**src/verilog/dcp_pkg.sv**
```systemverilog
package dcp_pkg;
    // register byte offsets (aligned words on the lite bus)
    localparam logic [7:0] DCP_OFS_SETUP_A = 8'h00;
    localparam logic [7:0] DCP_OFS_SETUP_B = 8'h04;
    localparam logic [7:0] DCP_OFS_STATUS = 8'h08;
    localparam logic [7:0] DCP_OFS_CONV_DIV = 8'h0c;
    // pll_setup_reg_a field positions
    localparam int DCP_A_ENA_BIT = 0;
    localparam int DCP_A_CP_LSB = 1;
    localparam int DCP_A_P_LSB = 4;
    localparam int DCP_A_M_LSB = 8;
    // pll_setup_reg_b field positions
    localparam int DCP_B_SLEEP_BIT = 0;
    localparam int DCP_B_VCO_LSB = 8;
    // reset values: bypass mode (pll off, asleep)
    localparam logic [31:0] DCP_A_RST = 32'h0000_0000;
    localparam logic [31:0] DCP_B_RST = 32'h0000_0001;
    localparam logic [15:0] DCP_CONV_DIV_RST = 16'h0001;
    // charge-pump encodings
    localparam logic [1:0] DCP_CP_SINGLE = 2'h1;
    localparam logic [1:0] DCP_CP_DOUBLE = 2'h3;
    // loop guidance limits
    localparam int DCP_LOOP_MIN = 24;
    localparam int DCP_LOOP_MAX = 480;
    localparam int DCP_LOOP_FILT = 120;
    // axi responses
    localparam logic [1:0] DCP_RESP_OKAY = 2'h0;
    localparam logic [1:0] DCP_RESP_SLVERR = 2'h2;

    typedef enum logic [1:0] {
        DCP_MODE_BYPASS,
        DCP_MODE_PLL,
        DCP_MODE_MIXED
    } dcp_mode_e;

    typedef struct packed {
        logic [7:0] awaddr;
        logic awvalid;
        logic [31:0] wdata;
        logic [3:0] wstrb;
        logic wvalid;
        logic bready;
        logic [7:0] araddr;
        logic arvalid;
        logic rready;
    } dcp_axi_req_s;

    typedef struct packed {
        logic awready;
        logic wready;
        logic [1:0] bresp;
        logic bvalid;
        logic arready;
        logic [31:0] rdata;
        logic [1:0] rresp;
        logic rvalid;
    } dcp_axi_rsp_s;

    typedef struct packed {
        logic pll_enable;
        logic pll_sleep;
        logic [2:0] prescale;
        logic [5:0] vco_coarse;
        logic [7:0] m_div;
        logic [1:0] charge_pump_select;
    } dcp_cfg_s;
endpackage

```
**src/verilog/dcp_clock_ctrl.sv**
```systemverilog
`timescale 1ns/1ns
// How it works
// - the converter clock domain (clk here) runs the core.
// - the converter clock is the input directly or, in pll mode, the loop output with the input as reference.
// - the three-bit prescaler field is the divide value in plain binary.
// - the six-bit coarse-tune field is passed to the vco to shift its centre frequency.
// - the eight-bit m field divides the converter clock to give the detector update rate.
// - the charge-pump field selects single current with 01 and double with 11.
// - in pll mode the block makes its own output_strobe from the n-divider at the detector rate.
module dcp_clock_ctrl #(
    parameter int M_WIDTH = 8
) (
    // clock, reset, enable
    input wire logic clk,
    input wire logic arst_n,
    input wire logic clk_en,
    // register bus
    input wire dcp_pkg::dcp_axi_req_s axi_req,
    output dcp_pkg::dcp_axi_rsp_s axi_rsp,
    // strobe from the pins, used in bypass mode
    input wire logic ext_output_strobe,
    // analog controls and status
    output dcp_pkg::dcp_cfg_s cfg_q,
    output logic use_pll_clock_q,
    output logic output_strobe_q,
    output logic loop_ratio_bad_q
);
    import dcp_pkg::*;

    // the register layout holds exactly eight m bits
    if (M_WIDTH != 8) begin : g_bad_width
        $error("M_WIDTH must be 8");
    end

    logic [31:0] reg_a_q;
    logic [31:0] reg_b_q;
    logic [15:0] conv_div_q;
    logic aw_seen_q, w_seen_q;
    logic [7:0] aw_addr_q;
    logic [31:0] w_data_q;
    logic [3:0] w_strb_q;
    logic [7:0] m_cnt_q;
    logic [15:0] n_cnt_q;
    logic [10:0] loop_ratio;
    logic [31:0] conv_merged;
    dcp_mode_e mode;

    function automatic logic [31:0] merge(input logic [31:0] old, input logic [31:0] nw, input logic [3:0] be);
        logic [31:0] r;
        r = old;
        for (int i = 0; i < 4; i++) begin
            if (be[i]) begin
                r[8*i +: 8] = nw[8*i +: 8];
            end
        end
        return r;
    endfunction

    // write address and data are captured in either order
    always_ff @(posedge clk or negedge arst_n) begin
        if (!arst_n) begin
            aw_seen_q <= 1'b0;
            w_seen_q <= 1'b0;
            aw_addr_q <= 8'h00;
            w_data_q <= 32'h0000_0000;
            w_strb_q <= 4'h0;
            axi_rsp.awready <= 1'b0;
            axi_rsp.wready <= 1'b0;
            axi_rsp.bvalid <= 1'b0;
            axi_rsp.bresp <= DCP_RESP_OKAY;
        end else if (clk_en) begin
            axi_rsp.awready <= 1'b0;
            axi_rsp.wready <= 1'b0;
            if (axi_req.awvalid && !aw_seen_q && !axi_rsp.awready && !axi_rsp.bvalid) begin
                axi_rsp.awready <= 1'b1;
                aw_seen_q <= 1'b1;
                aw_addr_q <= axi_req.awaddr;
            end
            if (axi_req.wvalid && !w_seen_q && !axi_rsp.wready && !axi_rsp.bvalid) begin
                axi_rsp.wready <= 1'b1;
                w_seen_q <= 1'b1;
                w_data_q <= axi_req.wdata;
                w_strb_q <= axi_req.wstrb;
            end
            if (aw_seen_q && w_seen_q && !axi_rsp.bvalid) begin
                axi_rsp.bvalid <= 1'b1;
                aw_seen_q <= 1'b0;
                w_seen_q <= 1'b0;
                if (aw_addr_q == DCP_OFS_SETUP_A || aw_addr_q == DCP_OFS_SETUP_B
                    || aw_addr_q == DCP_OFS_CONV_DIV || aw_addr_q == DCP_OFS_STATUS) begin
                    axi_rsp.bresp <= DCP_RESP_OKAY;
                end else begin
                    axi_rsp.bresp <= DCP_RESP_SLVERR;
                end
            end else if (axi_rsp.bvalid && axi_req.bready) begin
                axi_rsp.bvalid <= 1'b0;
            end
        end
    end

    // register storage; status is read-only and a write to it is dropped
    always_ff @(posedge clk or negedge arst_n) begin
        if (!arst_n) begin
            reg_a_q <= DCP_A_RST;
            reg_b_q <= DCP_B_RST;
            conv_div_q <= DCP_CONV_DIV_RST;
        end else if (clk_en && aw_seen_q && w_seen_q && !axi_rsp.bvalid) begin
            if (aw_addr_q == DCP_OFS_SETUP_A) begin
                reg_a_q <= merge(reg_a_q, w_data_q, w_strb_q) & 32'h0000_ff7f;
            end else if (aw_addr_q == DCP_OFS_SETUP_B) begin
                reg_b_q <= merge(reg_b_q, w_data_q, w_strb_q) & 32'h0000_3f01;
            end else if (aw_addr_q == DCP_OFS_CONV_DIV) begin
                // zero would give a strobe on every detector tick, the same as one, so it is kept at one
                conv_div_q <= (conv_merged[15:0] == 16'h0000) ? 16'h0001 : conv_merged[15:0];
            end
        end
    end

    // read channel
    always_ff @(posedge clk or negedge arst_n) begin
        if (!arst_n) begin
            axi_rsp.arready <= 1'b0;
            axi_rsp.rvalid <= 1'b0;
            axi_rsp.rdata <= 32'h0000_0000;
            axi_rsp.rresp <= DCP_RESP_OKAY;
        end else if (clk_en) begin
            axi_rsp.arready <= 1'b0;
            if (axi_req.arvalid && !axi_rsp.rvalid && !axi_rsp.arready) begin
                axi_rsp.arready <= 1'b1;
                axi_rsp.rvalid <= 1'b1;
                axi_rsp.rresp <= DCP_RESP_OKAY;
                if (axi_req.araddr == DCP_OFS_SETUP_A) begin
                    axi_rsp.rdata <= reg_a_q;
                end else if (axi_req.araddr == DCP_OFS_SETUP_B) begin
                    axi_rsp.rdata <= reg_b_q;
                end else if (axi_req.araddr == DCP_OFS_STATUS) begin
                    axi_rsp.rdata <= {27'h0, loop_ratio_bad_q, output_strobe_q, use_pll_clock_q, 2'(mode)};
                end else if (axi_req.araddr == DCP_OFS_CONV_DIV) begin
                    axi_rsp.rdata <= {16'h0000, conv_div_q};
                end else begin
                    axi_rsp.rdata <= 32'h0000_0000;
                    axi_rsp.rresp <= DCP_RESP_SLVERR;
                end
            end else if (axi_rsp.rvalid && axi_req.rready) begin
                axi_rsp.rvalid <= 1'b0;
            end
        end
    end

    // mode from the enable and sleep bits; mixed settings are flagged, not blocked
    always_comb begin
        if (reg_a_q[DCP_A_ENA_BIT] && !reg_b_q[DCP_B_SLEEP_BIT]) begin
            mode = DCP_MODE_PLL;
        end else if (!reg_a_q[DCP_A_ENA_BIT] && reg_b_q[DCP_B_SLEEP_BIT]) begin
            mode = DCP_MODE_BYPASS;
        end else begin
            mode = DCP_MODE_MIXED;
        end
    end

    // prescale times m, for the loop-ratio health flag
    // widen before multiplying so that 7 x 255 does not wrap
    assign loop_ratio = 11'(reg_a_q[DCP_A_P_LSB +: 3]) * 11'(reg_a_q[DCP_A_M_LSB +: 8]);
    assign conv_merged = merge({16'h0000, conv_div_q}, w_data_q, w_strb_q);

    // configuration handed to the analog loop
    always_ff @(posedge clk or negedge arst_n) begin
        if (!arst_n) begin
            cfg_q <= '0;
            use_pll_clock_q <= 1'b0;
            loop_ratio_bad_q <= 1'b0;
        end else if (clk_en) begin
            cfg_q.pll_enable <= reg_a_q[DCP_A_ENA_BIT];
            cfg_q.pll_sleep <= reg_b_q[DCP_B_SLEEP_BIT];
            cfg_q.prescale <= reg_a_q[DCP_A_P_LSB +: 3];
            cfg_q.vco_coarse <= reg_b_q[DCP_B_VCO_LSB +: 6];
            cfg_q.m_div <= reg_a_q[DCP_A_M_LSB +: 8];
            cfg_q.charge_pump_select <= reg_a_q[DCP_A_CP_LSB +: 2];
            // the clock mux follows pll enable; sleeping pll cannot feed it
            use_pll_clock_q <= reg_a_q[DCP_A_ENA_BIT] && !reg_b_q[DCP_B_SLEEP_BIT];
            // bad when out of range, or above 120 without double charge pump
            loop_ratio_bad_q <= (loop_ratio < 11'(DCP_LOOP_MIN)) || (loop_ratio > 11'(DCP_LOOP_MAX))
                || ((loop_ratio > 11'(DCP_LOOP_FILT)) && (reg_a_q[DCP_A_CP_LSB +: 2] != DCP_CP_DOUBLE));
        end
    end

    // detector-rate divider: clk stands for the converter clock; m of 0 holds the divider stopped
    always_ff @(posedge clk or negedge arst_n) begin
        if (!arst_n) begin
            m_cnt_q <= 8'h00;
        end else if (clk_en) begin
            if (m_cnt_q + 8'h01 >= reg_a_q[DCP_A_M_LSB +: 8]) begin
                m_cnt_q <= 8'h00;
            end else begin
                m_cnt_q <= m_cnt_q + 8'h01;
            end
        end
    end

    // n-divider strobe: one pulse each conv_div detector ticks, programmed to n*interp*8/m
    always_ff @(posedge clk or negedge arst_n) begin
        if (!arst_n) begin
            n_cnt_q <= 16'h0000;
            output_strobe_q <= 1'b0;
        end else if (clk_en) begin
            output_strobe_q <= 1'b0;
            if (mode != DCP_MODE_PLL) begin
                n_cnt_q <= 16'h0000;
                output_strobe_q <= ext_output_strobe;
            end else if (m_cnt_q == 8'h00 && reg_a_q[DCP_A_M_LSB +: 8] != 8'h00) begin
                if (n_cnt_q + 16'h0001 >= conv_div_q) begin
                    n_cnt_q <= 16'h0000;
                    output_strobe_q <= 1'b1;
                end else begin
                    n_cnt_q <= n_cnt_q + 16'h0001;
                end
            end
        end
    end
endmodule

```
**config.mk**
```make
export PLATFORM = sky130hd
export DESIGN_NAME = dcp_clock_ctrl
export DESIGN_NICKNAME = d
export VERILOG_FILES = /design/src/verilog/dcp_pkg.sv /design/src/verilog/dcp_clock_ctrl.sv
export SDC_FILE = /design/constraint.sdc
export NUM_CORES = 1
export LEC_CHECK = 0
export BUFFER_PORTS_ARGS = -buffer_cell sky130_fd_sc_hd__buf_4
export CORE_MARGIN = 2
export CORE_UTILIZATION = 50
export DETAILED_ROUTE_END_ITERATION = 8
export PLACE_DENSITY = 0.7
export SLEW_MARGIN = 20
export SYNTH_ARGS = -nofsm -noshare
export SYNTH_HDL_FRONTEND = slang
export SYNTH_SLANG_ARGS = --single-unit
```
**constraint.sdc**
```tcl
create_clock -name clk -period 3.5 [get_ports clk]
set_input_delay 0.7 -clock clk [delete_from_list [all_inputs] [get_ports clk]]
set_output_delay 0.7 -clock clk [all_outputs]
set_load 0.02 [all_outputs]
```
## Word level (Yosys, flattened, before mapping)

Cells that the tools add are included.

- Register bits after elaboration: 155
- Bits of input ports: 61
- Word-level logic and storage cells: 136

- Add/subtract/negate cells: 2
- Multiply operators: 1
- $lt $le $gt $ge: 5
- Equal/unequal tests: 8
- Muxes and demuxes: 32
- Bitwise operators: 2
- Reduce and logical (&&, ||, !) cells: 57

Operator list:

| cell | number |
|---|---|
| two-way mux 16 bit | 7 |
| two-way mux 35 bit | 1 |
| == test 8 x 4 -> 1 bit (second input constant) | 4 |
| two-way mux 32 bit | 1 |
| logical NOT 8 bit | 3 |
| two-way mux 8 bit | 3 |
| logical AND 1 bit | 19 |
| AND reduction 2 bit | 9 |
| adder 16 x 1 -> 16 bit (second input constant) | 1 |
| == test 8 x 3 -> 1 bit (second input constant) | 2 |
| greater-or-equal comparator 16 bit | 1 |
| logical NOT 16 bit | 1 |
| two-way mux 2 bit | 7 |
| two-way mux 1 bit | 13 |
| AND reduction 4 bit | 3 |
| > comparator 11 x 7 -> 1 bit (second input constant) | 1 |
| > comparator 11 x 9 -> 1 bit (second input constant) | 1 |
| less-than comparator 11 x 5 -> 1 bit (second input constant) | 1 |
| multiplier 3 x 8 -> 11 bit | 1 |
| nonzero test 2 bit | 5 |
| logical NOT 1 bit | 9 |
| adder 8 x 1 -> 8 bit (second input constant) | 1 |
| greater-or-equal comparator 8 bit | 1 |
| nonzero test 8 bit | 1 |
| other kinds (5) | 11 |

## Depth between registers and ports, before layout

- Depth after elaboration: 8
- Depth in mapped cells: 15
- Depth with buffers taken out: 12

## Worst setup path before layout

Ideal clock, no wire load.

- Path kind: register to register
- From: reg n_cnt_q[0]
- To: reg n_cnt_q[0]
- Arrival time: 3.049 ns
- Required time: 3.375 ns
- Path slack: 0.327 ns
- Stages on the path, launching flop included: 14
- Period minus slack after synthesis: 3.173 ns
- Cells stage by stage: dfrtp_1 ha_1 and3_1 clkbuf_1 and2_1 clkbuf_1 and3_1 xnor2_1 ha_1 nand4_1 nor3_1 a211oi_4 buf_6 mux2_2

- Longest elaborated chain between the ends: 5

RTL lines:

| item | line | source |
|---|---|---|
| start: declaration | dcp_clock_ctrl.sv:43 | `logic [15:0] n_cnt_q;` |
| start signal: assignment | dcp_clock_ctrl.sv:215 | `n_cnt_q <= n_cnt_q + 16'h0001;` |
| adder 16 x 1 -> 16 bit (*) | dcp_clock_ctrl.sv:211, dcp_clock_ctrl.sv:215 |  |
| greater-or-equal comparator 16 bit | dcp_clock_ctrl.sv:211 | `if (n_cnt_q + 16'h0001 >= conv_div_q) begin` |
| two-way mux 16 bit (*) | dcp_clock_ctrl.sv:211 |  |
| two-way mux 16 bit (*) | dcp_clock_ctrl.sv:210 | `end else if (m_cnt_q == 8'h00 && reg_a_q[DCP_A_M_LSB +: 8] != 8'h00) begin` |
| two-way mux 16 bit (*) | dcp_clock_ctrl.sv:207 | `if (mode != DCP_MODE_PLL) begin` |

Every way passes the cells marked *; elsewhere a longest branch is shown, timed or not. The select of a mux whose other input is x is not followed.
A chain may end at the register's enable or synchronous reset.

## Final worst setup path

- From: reg n_cnt_q[4]
- To: reg n_cnt_q[13]

Same word-level chain as after synthesis.

==> metrics.cfg <==
[place]
port_buffers=89
hpwl_um=13500
dpl.cell_count=971
place_ws_ns=0.0528
post_dp_cell_area_um2=8520
place_congestion=0.879

[sta]
post-route-min-period_ns=3.31
max-slew-margin-rel_pct=37.2
post-route-period-util_pct=94.4
slew_viol_final=0
timing.final.ws_setup_ns=0.194
setup_viol=0
finalHoldViolCount=0
rsz0062_at_grt=no
max_freq_mhz=303
finalSetupTns_ns=0
finClkSkew_ns=0.0100
tightest_slew_ns=0.942

[power_and_ir_drop]
power_density_nw_per_um2=510
p_leak_nw=4.42
vdd_drop_max_v=0.000419

[clock_network]
insertion_delay_ns=0.42
clockBufferDepth=2
clockRootBuffer=clkbuf_16
cts-buffers-inserted=17
cts_tree=built
htreeDepth=4
clk_pin_slew_ns=0.06
post_cts_buffers=0
cts_sinks=137

[logic_synthesis]
synth_top_area_share_pct=44.1
ys_async_sr_fraction_pct=100
postSynthCellCount=704
synthAdderAreaFrac_pct=8.03
post-synth-top-count-cell=dfrtp_1
synth-simple-area-share_pct=11.6
avgSynthCellArea_um2=10.9
synth_warnings=0
synth_area_leader_cell=dfrtp_1
synth_top_family_by_area=multiplexers
synth_edf_count=0
ys_types=65
ys_ff_latch=137
synthMuxAreaShare_pct=15.8
synth_area_um2=7670
synthXorXnorAreaFrac_pct=2.63
ys.flop_type=dfrtp_1
synth_common_cells=dfrtp_1 (135), mux2_2 (78), nand2_1 (61)
synthTopCellsByArea=dfrtp_1 (44%), mux2_2 (11%), ha_1 (6.2%), nand2_1 (3.0%), inv_1 (2.4%)
synth_compound_area_share_pct=11.4
seq_area_frac_synth_pct=44.7

[outcome]
status=complete, no violations

[drt]
drt_iter0_markers=340
wire_per_inst_um=18.1
dr.pass1.iters=5
viasPerCell=5.70
drtAntennaViolNets=0
drt_wl_total_um=18100
post-route-drc-count=0
vias=5719

[setup_path]
crit_type=reg2reg
crit_arrival_ns=3.64
crit_required_ns=3.84
start_kind=register
crit_fanout=27
cp-end-kind=register

[final_layout]
area_growth_pct=18.9
drive_gt1_share_pct=29.0
antennaDiodeCount=0
design_area_um2=9120
fillCellCount=1240
nets=908
register_area_um2=3430
multi_input_area_um2=3880
fin_cells=1003

[global_routing]
grt_usage_pct=23.5
antenna_found_initial=0
grt_pass1_wl_um=29900
grt_pass1_vias=5768
overflow=0
grt_max_degree=120

[floorplanning]
pin_count=126
die_x_um=128
initial_core_util_pct=50.8
dieArea_um2=16300
die_y_um=128
rows=45
core-area_um2=15100

[worst_hold_path]
holdCritPathClass=in2async

[flow_run]
cap_violations=0

## cell type report
class | instances | share of cell area, %
Tap cell | 188 | 2.58
Timing Repair Buffer | 107 | 9.01
Clock inverter | 7 | 1.03
Clock buffer | 25 | 5.21
Multi-Input combinational cell | 490 | 42.5
Inverter | 49 | 2.02
Sequential cell | 137 | 37.6
## critical path: stages, from the launching register on
cell      delay, ns
dfrtp_1        0.45
and3_1         0.24
and4_1         0.23
and3_2         0.25
and3_1         0.20
xnor2_1        0.17
ha_1           0.30
nand4_1        0.19
nor3_1         0.11
nand3b_2       0.27
a211oi_4       0.23
buf_12         0.21
or2b_1         0.25
mux2i_1        0.12
## report_power, final
part | internal, W | switching, W
sequential | 0.00182 | 0.000284
clock | 0.00109 | 0.000655
combinational | 0.000396 | 0.000414
## sequential cells by signal, summed over array words and instances, names as in the netlist
signal	cells
reg_b_q	7
aw_seen_q	1
axi_rsp	23
n_cnt_q	16
use_pll_clock_q	1
w_strb_q	2
reg_a_q	15
w_seen_q	1
m_cnt_q	8
conv_div_q	16
cfg_q	21
w_data_q	16
aw_addr_q	8
output_strobe_q	1
loop_ratio_bad_q	1
## layout by cell type (no fill, tap or decap), types with 16 or more instances in the layout
cell type  instances
inv_1             49
a21oi_1           16
nand3_1           20
clkbuf_16         17
mux2_2            78
conb_1            18
buf_4            105
o21ai_0           26
ha_1              38
nor2_1            18
dfrtp_1          134
nand2_1           61
## through the flow
| stage | utilization [%] | hold WS (ns) | power (W) |
|---|---|---|---|
| 6_report | 60.4 | 0.411 | 0.00465 |
| 5_1_grt | 60.4 | 0.496 | 0.00489 |
| 4_1_cts | 60.3 | 0.484 | 0.00469 |
| 3_5_place_dp | 56.5 | 0.472 | 0.00294 |
| 3_3_place_gp | 56.5 | 0.466 | 0.00289 |
| 2_1_floorplan | - | 0.404 | 0.00259 |
## final timing paths
path / startpoint / endpoint / slack [ns] / cells after the start
max: n_cnt_q[4] / n_cnt_q[13] / 0.19 / 13
min: arst_n / aw_addr_q[0] / 0.41 / 1
max reg2reg: n_cnt_q[4] / n_cnt_q[13] / 0.19 / 13
min reg2reg: axi_rsp[17] / axi_rsp[17] / 0.48 / 2
max in group asynchronous: arst_n / reg_a_q[9] / 2.31 / 2
min in group clk: axi_rsp[17] / axi_rsp[17] / 0.48 / 2
## metal layers
metal | part of all wire [%] | vias to the layer above | track usage [%]
met1 | 44 | 2835 | 31.7
met4 | 2.3 | 0 | 8.47
met2 | 47 | 176 | 37.7
li1 | - | 2673 | -
met5 | 0 | - | 0
met3 | 6.2 | 35 | 5.22
## cell families (layout without fill, tap and decap cells)
logic type	count (synthesis)	count (layout)
and+or+nand+nor	171	171
DFF	137	137
AOI/OAI and AO/OA	125	125
muxes	108	108
buffers and inverters	94	188
adders and majority gates	45	45
xor gates and xnor gates	23	23
other	1	18
## repair_timing
action,in CTS,in global routing
gates resized for setup,0,7
hold buffers,0,0
setup endpoints to repair,0,17
Note: power is estimated with default switching activity, not from simulation.
